<file path="config.mk">
export PLATFORM = sky130hd
export DESIGN_NAME = mcu_instruction_decode
export DESIGN_NICKNAME = d
export VERILOG_FILES = /design/src/mcu_decode_pkg.sv /design/src/mcu_instruction_decode.sv
export SDC_FILE = /design/constraint.sdc
export NUM_CORES = 1
export LEC_CHECK = 0
export BUFFER_PORTS_ARGS = -buffer_cell sky130_fd_sc_hd__buf_4
export CORE_ASPECT_RATIO = 1.2
export CORE_MARGIN = 2
export CORE_UTILIZATION = 54
export CTS_CLUSTER_DIAMETER = 200
export DETAILED_ROUTE_END_ITERATION = 8
export GPL_ROUTABILITY_DRIVEN = 1
export PLACE_DENSITY = 0.91
export SETUP_SLACK_MARGIN = 0.2
export SYNTH_ARGS = -nofsm -noshare
export SYNTH_HDL_FRONTEND = slang
export SYNTH_SLANG_ARGS = --single-unit
</file>
<file path="constraint.sdc">
create_clock -name clock -period 2.4 [get_ports clock]
set_clock_uncertainty 0.05 [all_clocks]
set_input_delay 0.12 -clock clock [delete_from_list [all_inputs] [get_ports clock]]
set_output_delay 0.12 -clock clock [all_outputs]
set_load 0.005 [all_outputs]
</file>
<file path="src/mcu_decode_pkg.sv">
// constants, encodings and carrier types for the instruction decoder
// assumes a 16-bit instruction word and a 21-bit byte-addressed program counter
package mcu_decode_pkg;

  localparam int word_width = 16;
  localparam int pc_width = 21;

  // opcode patterns
  localparam logic [5:0] sub_w_from_file_code = 6'h17;
  localparam logic [5:0] sub_w_from_file_borrow_code = 6'h16;
  localparam logic [5:0] xor_w_file_code = 6'h06;
  localparam logic [3:0] bit_clear_file_code = 4'h9;
  localparam logic [3:0] bit_test_skip_set_code = 4'hb;
  localparam logic [4:0] cond_branch_code = 5'h1c;
  localparam logic [6:0] call_code = 7'h76;
  localparam logic [7:0] absolute_jump_code = 8'hef;
  localparam logic [3:0] second_word_code = 4'hf;
  localparam logic [15:0] stack_pop_code = 16'h0006;
  localparam logic [15:0] stack_push_code = 16'h0005;
  localparam logic [14:0] interrupt_return_code = 15'h0008;
  localparam logic [7:0] literal_return_code = 8'h0c;
  localparam logic [15:0] sleep_code = 16'h0003;
  localparam logic [15:0] nop_code = 16'h0000;

  // field positions
  localparam int top_nibble_lsb = 12;
  localparam int dest_bit = 9;
  localparam int access_bit = 8;
  localparam int bit_num_lsb = 9;
  localparam int cond_lsb = 8;

  // branch conditions
  localparam logic [2:0] cond_zero = 3'h0;
  localparam logic [2:0] cond_not_zero = 3'h1;
  localparam logic [2:0] cond_carry = 3'h2;
  localparam logic [2:0] cond_not_carry = 3'h3;
  localparam logic [2:0] cond_overflow = 3'h4;
  localparam logic [2:0] cond_not_overflow = 3'h5;
  localparam logic [2:0] cond_negative = 3'h6;
  localparam logic [2:0] cond_not_negative = 3'h7;

  // reset values
  localparam logic [7:0] byte_reset = 8'h00;
  localparam logic [pc_width-1:0] target_reset = 21'h000000;

  typedef enum logic [1:0] {
    st_exec = 2'h0,
    st_second = 2'h1,
    st_flush = 2'h2
  } decode_state_t;

  typedef enum logic [3:0] {
    op_nop = 4'h0,
    op_sub = 4'h1,
    op_sub_borrow = 4'h2,
    op_xor = 4'h3,
    op_bit_clear = 4'h4,
    op_bit_test = 4'h5,
    op_branch = 4'h6,
    op_call = 4'h7,
    op_jump = 4'h8,
    op_pop = 4'h9,
    op_push = 4'ha,
    op_irq_return = 4'hb,
    op_lit_return = 4'hc,
    op_sleep = 4'hd,
    op_other = 4'he
  } op_t;

  typedef struct packed {
    logic carry;
    logic half_carry_flag;
    logic zero;
    logic sign_wrap_flag;
    logic negative;
  } flags_t;

  typedef struct packed {
    logic valid;
    logic nop_cycle;
    op_t op;
    logic dest_file;
    logic access_bank;
    logic [7:0] file_addr;
    logic [2:0] bit_num;
    logic [7:0] literal;
    flags_t flag_mask;
    logic pc_load;
    logic [pc_width-1:0] target;
    logic stack_push;
    logic stack_pop;
    logic fast_restore;
    logic global_high_irq_enable;
    logic periph_low_irq_enable;
    logic sleep;
    logic watchdog_expired_flag;
    logic sleep_entered_flag;
    logic pins_read;
    logic prescaler_clear;
  } decode_t;

  localparam flags_t flags_none = '{default: 1'b0};
  localparam flags_t flags_arith = '{default: 1'b1};
  localparam flags_t flags_logic = '{carry: 1'b0, half_carry_flag: 1'b0, zero: 1'b1,
                                     sign_wrap_flag: 1'b0, negative: 1'b1};
  localparam decode_t decode_idle = '{op: op_nop, target: target_reset, default: '0};

endpackage

</file>
<file path="src/mcu_instruction_decode.sv">
// decoder for the subtract/xor, bit-oriented and control instructions
// assumes words are offered on fetch_valid with the incremented pc alongside,
// and the datapath answers tested_bit and address hits in the same cycle
`timescale 1ns/1ps
`default_nettype none

module mcu_instruction_decode
  import mcu_decode_pkg::*;
(
  // clock, reset, enable
  input wire logic clock,
  input wire logic reset,
  input wire logic enable,
  // instruction fetch
  input wire logic fetch_valid,
  input wire logic [word_width-1:0] fetch_word,
  input wire logic [pc_width-1:0] pc_incr,
  output logic fetch_ready,
  // datapath answers
  input wire mcu_decode_pkg::flags_t status,
  input wire logic tested_bit,
  input wire logic port_hit,
  input wire logic timer_zero_count_hit,
  input wire logic prescaler_assigned,
  // table write progress
  input wire logic table_write_start,
  input wire logic table_write_done,
  output logic table_write_active,
  // decoded instruction
  output mcu_decode_pkg::decode_t decoded
);
  import mcu_decode_pkg::*;

  ////////////////////////////////////////////////////////////////////////////////
  // state

  typedef struct packed {
    decode_state_t state;
    logic skip_next;
    logic call_pending;
    logic fast_pending;
    logic [7:0] low_byte;
    logic write_hold;
    decode_t out;
  } core_t;

  core_t core;
  core_t next_core;

  ////////////////////////////////////////////////////////////////////////////////
  // helpers

  function automatic logic branch_taken(input logic [2:0] cond, input flags_t f);
    logic hit;
    hit = 1'b0;
    unique case (cond)
      cond_zero: hit = f.zero;
      cond_not_zero: hit = !f.zero;
      cond_carry: hit = f.carry;
      cond_not_carry: hit = !f.carry;
      cond_overflow: hit = f.sign_wrap_flag;
      cond_not_overflow: hit = !f.sign_wrap_flag;
      cond_negative: hit = f.negative;
      cond_not_negative: hit = !f.negative;
    endcase
    return hit;
  endfunction

  // offset counts words, so it is doubled to stay on word boundaries
  function automatic logic [pc_width-1:0] rel_target(input logic [pc_width-1:0] pc,
                                                     input logic [7:0] offset);
    logic [pc_width-1:0] ext;
    ext = {{(pc_width - 9){offset[7]}}, offset, 1'b0};
    return pc + ext;
  endfunction

  // byte-oriented fields shared by every file-register form
  function automatic decode_t file_fields(input decode_t base, input logic [15:0] w);
    decode_t d;
    d = base;
    d.dest_file = w[dest_bit];
    d.access_bank = !w[access_bit];
    d.file_addr = w[7:0];
    return d;
  endfunction

  assign fetch_ready = enable;
  assign table_write_active = core.write_hold;
  assign decoded = core.out;

  ////////////////////////////////////////////////////////////////////////////////
  // next state

  always_comb begin
    logic take;
    logic writes_file;
    decode_t d;
    take = enable && fetch_valid;
    writes_file = 1'b0;
    d = decode_idle;
    next_core = core;
    next_core.out = decode_idle;

    // only its own completion or a reset ends a table write; no instruction aborts it
    if (table_write_start) begin
      next_core.write_hold = 1'b1;
    end else if (table_write_done) begin
      next_core.write_hold = 1'b0;
    end

    if (take) begin
      d.valid = 1'b1;
      unique case (core.state)
        st_flush: begin
          // second cycle of a taken branch or a return runs as a no-op
          d.nop_cycle = 1'b1;
          next_core.state = st_exec;
        end
        st_second: begin
          next_core.state = st_exec;
          if (fetch_word[15:top_nibble_lsb] == second_word_code) begin
            d.op = core.call_pending ? op_call : op_jump;
            d.pc_load = 1'b1;
            d.target = {fetch_word[11:0], core.low_byte, 1'b0};
            d.stack_push = core.call_pending;
            d.fast_restore = core.fast_pending;
          end else begin
            d.op = op_other;
          end
        end
        st_exec: begin
          if (core.skip_next) begin
            // a skipped two-word first word leaves its 1111 word to run as no-op
            d.nop_cycle = 1'b1;
            next_core.skip_next = 1'b0;
          end else if (fetch_word[15:10] == sub_w_from_file_code) begin
            d = file_fields(d, fetch_word);
            d.op = op_sub;
            d.flag_mask = flags_arith;
            writes_file = 1'b1;
          end else if (fetch_word[15:10] == sub_w_from_file_borrow_code) begin
            d = file_fields(d, fetch_word);
            d.op = op_sub_borrow;
            d.flag_mask = flags_arith;
            writes_file = 1'b1;
          end else if (fetch_word[15:10] == xor_w_file_code) begin
            d = file_fields(d, fetch_word);
            d.op = op_xor;
            d.flag_mask = flags_logic;
            writes_file = 1'b1;
          end else if (fetch_word[15:top_nibble_lsb] == bit_clear_file_code) begin
            d = file_fields(d, fetch_word);
            d.dest_file = 1'b1;
            d.op = op_bit_clear;
            d.bit_num = fetch_word[11:bit_num_lsb];
            d.flag_mask = flags_none;
            writes_file = 1'b1;
          end else if (fetch_word[15:top_nibble_lsb] == bit_test_skip_set_code) begin
            d = file_fields(d, fetch_word);
            d.dest_file = 1'b0;
            d.op = op_bit_test;
            d.bit_num = fetch_word[11:bit_num_lsb];
            next_core.skip_next = tested_bit;
          end else if (fetch_word[15:11] == cond_branch_code) begin
            d.op = op_branch;
            d.target = rel_target(pc_incr, fetch_word[7:0]);
            if (branch_taken(fetch_word[10:cond_lsb], status)) begin
              d.pc_load = 1'b1;
              next_core.state = st_flush;
            end
          end else if (fetch_word[15:9] == call_code
                       || fetch_word[15:8] == absolute_jump_code) begin
            // completes when the second word arrives
            d.valid = 1'b0;
            d.op = op_nop;
            next_core.call_pending = (fetch_word[15:9] == call_code);
            // only a call carries the fast bit; a jump's bit 8 is part of its opcode
            next_core.fast_pending = (fetch_word[15:9] == call_code) && fetch_word[8];
            next_core.low_byte = fetch_word[7:0];
            next_core.state = st_second;
          end else if (fetch_word[15:top_nibble_lsb] == second_word_code) begin
            d.op = op_nop;
            d.nop_cycle = 1'b1;
          end else if (fetch_word == stack_pop_code) begin
            d.op = op_pop;
            d.stack_pop = 1'b1;
          end else if (fetch_word == stack_push_code) begin
            d.op = op_push;
            d.stack_push = 1'b1;
          end else if (fetch_word[15:1] == interrupt_return_code) begin
            d.op = op_irq_return;
            d.stack_pop = 1'b1;
            d.pc_load = 1'b1;
            d.fast_restore = fetch_word[0];
            d.global_high_irq_enable = 1'b1;
            d.periph_low_irq_enable = 1'b1;
            next_core.state = st_flush;
          end else if (fetch_word[15:8] == literal_return_code) begin
            d.op = op_lit_return;
            d.literal = fetch_word[7:0];
            d.stack_pop = 1'b1;
            d.pc_load = 1'b1;
            next_core.state = st_flush;
          end else if (fetch_word == sleep_code) begin
            d.op = op_sleep;
            d.sleep = 1'b1;
            d.watchdog_expired_flag = 1'b1;
            d.sleep_entered_flag = 1'b1;
          end else if (fetch_word == nop_code) begin
            d.op = op_nop;
          end else begin
            d.op = op_other;
          end
        end
        default: begin
          d.op = op_other;
          next_core.state = st_exec;
        end
      endcase

      // rmw of a port sees the pins, so a pin held low writes back zero
      d.pins_read = writes_file && port_hit;
      // the w-only destination form leaves the timer untouched
      d.prescaler_clear = writes_file && d.dest_file
                          && timer_zero_count_hit && prescaler_assigned;
      next_core.out = d;
    end else if (!enable) begin
      next_core = core;
    end
  end

  ////////////////////////////////////////////////////////////////////////////////
  // registers

  always_ff @(posedge clock) begin
    if (reset) begin
      core.state <= st_exec;
      core.skip_next <= 1'b0;
      core.call_pending <= 1'b0;
      core.fast_pending <= 1'b0;
      core.low_byte <= byte_reset;
      core.write_hold <= 1'b0;
      core.out <= decode_idle;
    end else if (enable) begin
      core <= next_core;
    end
  end

endmodule

`default_nettype wire

</file>
# Word-level counts from Yosys, hierarchy flattened
# Cells that the tools add are included.
[totals]
register_bits = 78
inputBits = 52
output_inout_bits = 66
word_cells = 198
[op_classes]
n_addsub = 1
n_eq_ne = 34
mux = 105
n_bitwise = 7
reduce_logical = 20
[ops]
columns = ["cell", "count"]
rows = [
  ["$mux 64", 5],
  ["$mux 8", 11],
  ["$mux 62", 1],
  ["$mux 13", 4],
  ["$mux 26", 2],
  ["$pmux 23 s2", 1],
  ["$mux 4", 11],
  ["$mux 1", 39],
  ["$eq 16x3->1 const B", 2],
  ["$mux 10", 3],
  ["$mux 30", 1],
  ["$mux 2", 12],
  ["$mux 23", 1],
  ["$add 21x21->21", 1],
  ["$mux 21", 1],
  ["$eq 16x2->1 const B", 1],
  ["$logic_not 16->1", 1],
  ["$eq 15x4->1 const B", 1],
  ["$mux 7", 2],
  ["$reduce_and 13->1", 1],
  ["$eq 3x3->1 const B", 4],
  ["$eq 4x4->1 const B", 3],
  ["$eq 6x5->1 const B", 2],
  ["$mux 12", 1],
  ["other kinds (28)", 56],
]

# Logic depth before layout (Yosys ltp)
[logic_depth]
depth_word = 25
depth_mapped = 8
depth_no_buf = 8

# Worst setup path before layout
# No wires, ideal clock.
[synth_timing]
path_kind = "input to register"
startpoint = "in fetch_word[0]"
endpoint = "reg core, in the netlist decoded[25]"
setup_ns = 0.116
arrival_ns = 1.964
required_time_ns = 2.234
slack_ns = 0.270
path_stages = 8
path_buffers = 0
path_cell_list = "ha_1 -> fa_1 -> a21o_1 -> nand4_1 -> nand3_1 -> and4_1 -> or4_1 -> a31o_1"
[synth_via]
elab_chain_len = 10
[synth_lines]
columns = ["item", "line_no", "source"]
rows = [
  ["start: declaration", "mcu_instruction_decode.sv:16", "input wire logic [word_width-1:0] fetch_word,"],
  ["$add 21x21->21", "mcu_instruction_decode.sv:74", "return pc + ext;"],
  ["$mux 21", "mcu_instruction_decode.sv:164", "end else if (fetch_word[15:11] == cond_branch_code) begin"],
  ["$mux 30", "mcu_instruction_decode.sv:158", "end else if (fetch_word[15:top_nibble_lsb] == bit_test_skip_set_code) begin"],
  ["$mux 64", "mcu_instruction_decode.sv:151", "end else if (fetch_word[15:top_nibble_lsb] == bit_clear_file_code) begin"],
  ["$mux 64", "mcu_instruction_decode.sv:146", "end else if (fetch_word[15:10] == xor_w_file_code) begin"],
  ["$mux 64", "mcu_instruction_decode.sv:141", "end else if (fetch_word[15:10] == sub_w_from_file_borrow_code) begin"],
  ["$mux 64", "mcu_instruction_decode.sv:136", "end else if (fetch_word[15:10] == sub_w_from_file_code) begin"],
  ["$mux 62", "mcu_instruction_decode.sv:132", "if (core.skip_next) begin"],
  ["$pmux 23 s2", "mcu_instruction_decode.sv:113", "unique case (core.state)"],
  ["$mux 64", "mcu_instruction_decode.sv:111", "if (take) begin"],
  ["end signal: assignment", "mcu_instruction_decode.sv:245", "core <= next_core;"],
  ["end: declaration", "mcu_instruction_decode.sv:47", "core_t core;"],
]
# Every way passes these cells.
# A chain may end at the register's enable or synchronous reset.

# Worst setup path in the final report
# Ends and elaborated chain as after synthesis.

==> results.yml <==
place:
  dpl_cell_area_mm2: 0.00541
  dp_hpwl_um: 10600
  place.gp.congestion: 1.00
  io_buffers: 116
  dp_slack_ps: -25.6
clock_tree:
  h-tree-depth: 3
  clkSinkCount: 72
  numCtsBuffers: 9
  post_cts_resized: 0
  cts_tree: "done"
  path_clk_slew_ps: 80
  cts.root.buffer_cell: "clkbuf_8"
  cts_buffer_depth: 2
  cts_hold_buf: 2
  clk_latency_ps: 360
  cts_setup_buffers: 0
routing:
  drtIter0Drc: 389
  route.detailed.drc: 0
  drt-vias-per-instance: 6.10
  vias: 4769
  wire_per_inst_um: 17.9
  drt_first_pass_iters: 5
  wirelength_um: 14000
  drtAntennaViolNets: 0
cells_and_area:
  antenna_cells: 0
  multi_input_area_mm2: 0.00270
  fillers: 739
  post-route-util: 0.657
  layout_common_cells: "143 x buf_4, 78 x nor2_1, 72 x dfxtp_1, 50 x a21oi_1, 39 x nand2_1"
  drive_above_1_share: 0.259
  seq_area_mm2: 0.00144
  syn_to_final_growth_pct: 17.6
  final_common_cell: "buf_4"
  finalInstanceArea_mm2: 0.00566
  final_nets: 732
outcome:
  status: "complete, no violations"
timing:
  period_share: 0.866
  worst_pin_slew_ps: 735
  finalMaxSlewViolations: 0
  hold_viol: 0
  finalSetupViolCount: 0
  rsz0062_at_grt: "no"
  worst_slack_ps: 322
  final.setup.tns_ps: 0
  max_freq_mhz: 481
  slew-limit-headroom: 0.510
  timing.hold.ws_ps: 30.9
  post-route-min-period_ps: 2080
pwr:
  power_frac_seq: 0.427
  switching_share: 0.277
  p_switching_uw: 787
  power_frac_clock: 0.377
  leakage_nw: 2.44
  pwr-share-comb: 0.196
  p_int_mw: 2.05
  p_per_area_mw_per_mm2: 502
  max-vdd-ir-drop_mv: 0.313
global_routing:
  grt_pass1_wl_um: 22000
  grt_antenna_before_repair: 0
  grt_overflow: 0
  globalRouteTotalUtil: 0.283
  grt_max_degree: 48
  grt_pass1_vias: 4474
synthesis:
  yosys.area.top_type_share: 0.300
  synthCells: 601
  synthTopCellsByArea: "dfxtp_1 30%, buf_4 10%, nor2_1 6.1%"
  yosysSeqAreaShare: 0.300
  async_flop_share: 0
  synth_area_leader_cell: "dfxtp_1"
  ys_ff_latch: 72
  yosysWarnings: 0
  synth_cell_types: 72
  synth_fp_nets: 673
  synth_area_mm2: 0.00481
  synth_ff_type: "dfxtp_1"
  synth_edf_count: 0
  avgSynthCellArea_um2: 8.00
floorplanning:
  dieArea_mm2: 0.00968
  num_rows: 37
  top_level_ports: 118
  initial_utilization: 0.559
  core_mm2: 0.00861
  chipWidth_um: 90.2
  die_h_um: 107
worst_setup_path:
  critPathCaptureType: "flip-flop"
  cp.arrival_ps: 2280
  worst-path-max-fanout: 3
  criticalPathCategory: "primary input to flip-flop"
  worst_setup_path_start_kind: "primary input"
  cp.required_ps: 2600
min_path:
  holdCritPathClass: "primary input to flip-flop"
job:
  cap_violations: 0
[layer usage]
layer	global-route usage	wire, um	share of wire	vias to the layer above
li1	-	-	-	2230
met1	0.324	5440	0.39	2220
met2	0.492	6940	0.50	258
met3	0.0483	878	0.063	61
met4	0.178	759	0.054	0
met5	0	0	0	-
[through the flow]
step,total power [mW],cells
after floorplan,1.57,601
after global placement,1.77,764
after detailed placement,1.78,764
after CTS,2.85,782
after global routing,2.96,782
final,2.84,782
[cell type report]
type,count,area share
sequential,72,0.255
multi-input combinational,421,0.477
timing repair buffer,146,0.197
inverter,10,0.00664
clock buffer,11,0.0250
clock inverter,5,0.0142
tap,117,0.0259
[critical path, cell delays in order]
cell	delay, ps
buf_4	110
ha_1	230
fa_1	420
a21o_1	210
nand4_1	130
nand3_1	150
and4_1	230
or4_1	460
a31o_1	210
[registers in the layout, indices dropped and copies added, names as in the netlist]
name and cells:
table_write_active 1, core 13, decoded 58
[power by group through the flow]
stage                     Combinational [mW]  Sequential (mW)  Clock, mW
after floorplan                        0.338             1.24          0
after global placement                 0.528             1.24          0
after detailed placement               0.543             1.24          0
after CTS                              0.549             1.21       1.09
after global routing                   0.602             1.21       1.14
final                                  0.558             1.21       1.07
[Yosys cell counts (9+ instances only)]
library cell  instances
a22oi_1              34
nor2_1               78
o21ai_0              10
a21oi_1              50
ha_1                 19
mux2i_1              11
nor3_1               10
nand3_1              16
dfxtp_1              72
xor2_1                9
buf_4                67
nand2_1              39
inv_1                10
clkbuf_1             21
nor2b_1              11
[cell families after synthesis]
family / count (synthesis) / synth area share
XOR/XNOR: 12 / 0.0219
multiplexers: 12 / 0.0276
AND/OR/NAND/NOR: 215 / 0.228
buffers and inverters: 108 / 0.140
AO/OA/AOI/OAI: 162 / 0.230
flip-flops: 72 / 0.300
adder cells (fa/ha/maj): 20 / 0.0536
[final timing paths]
kind / cells after the start / slack (ps) / to / startpoint
max: 9 / 320 / decoded[25] / fetch_word[0]
min: 4 / 30 / table_write_active / table_write_done
max reg2reg: 5 / 510 / decoded[22] / core[77]
min reg2reg: 2 / 410 / decoded[0] / decoded[0]
(Power assumes the default switching activity.)
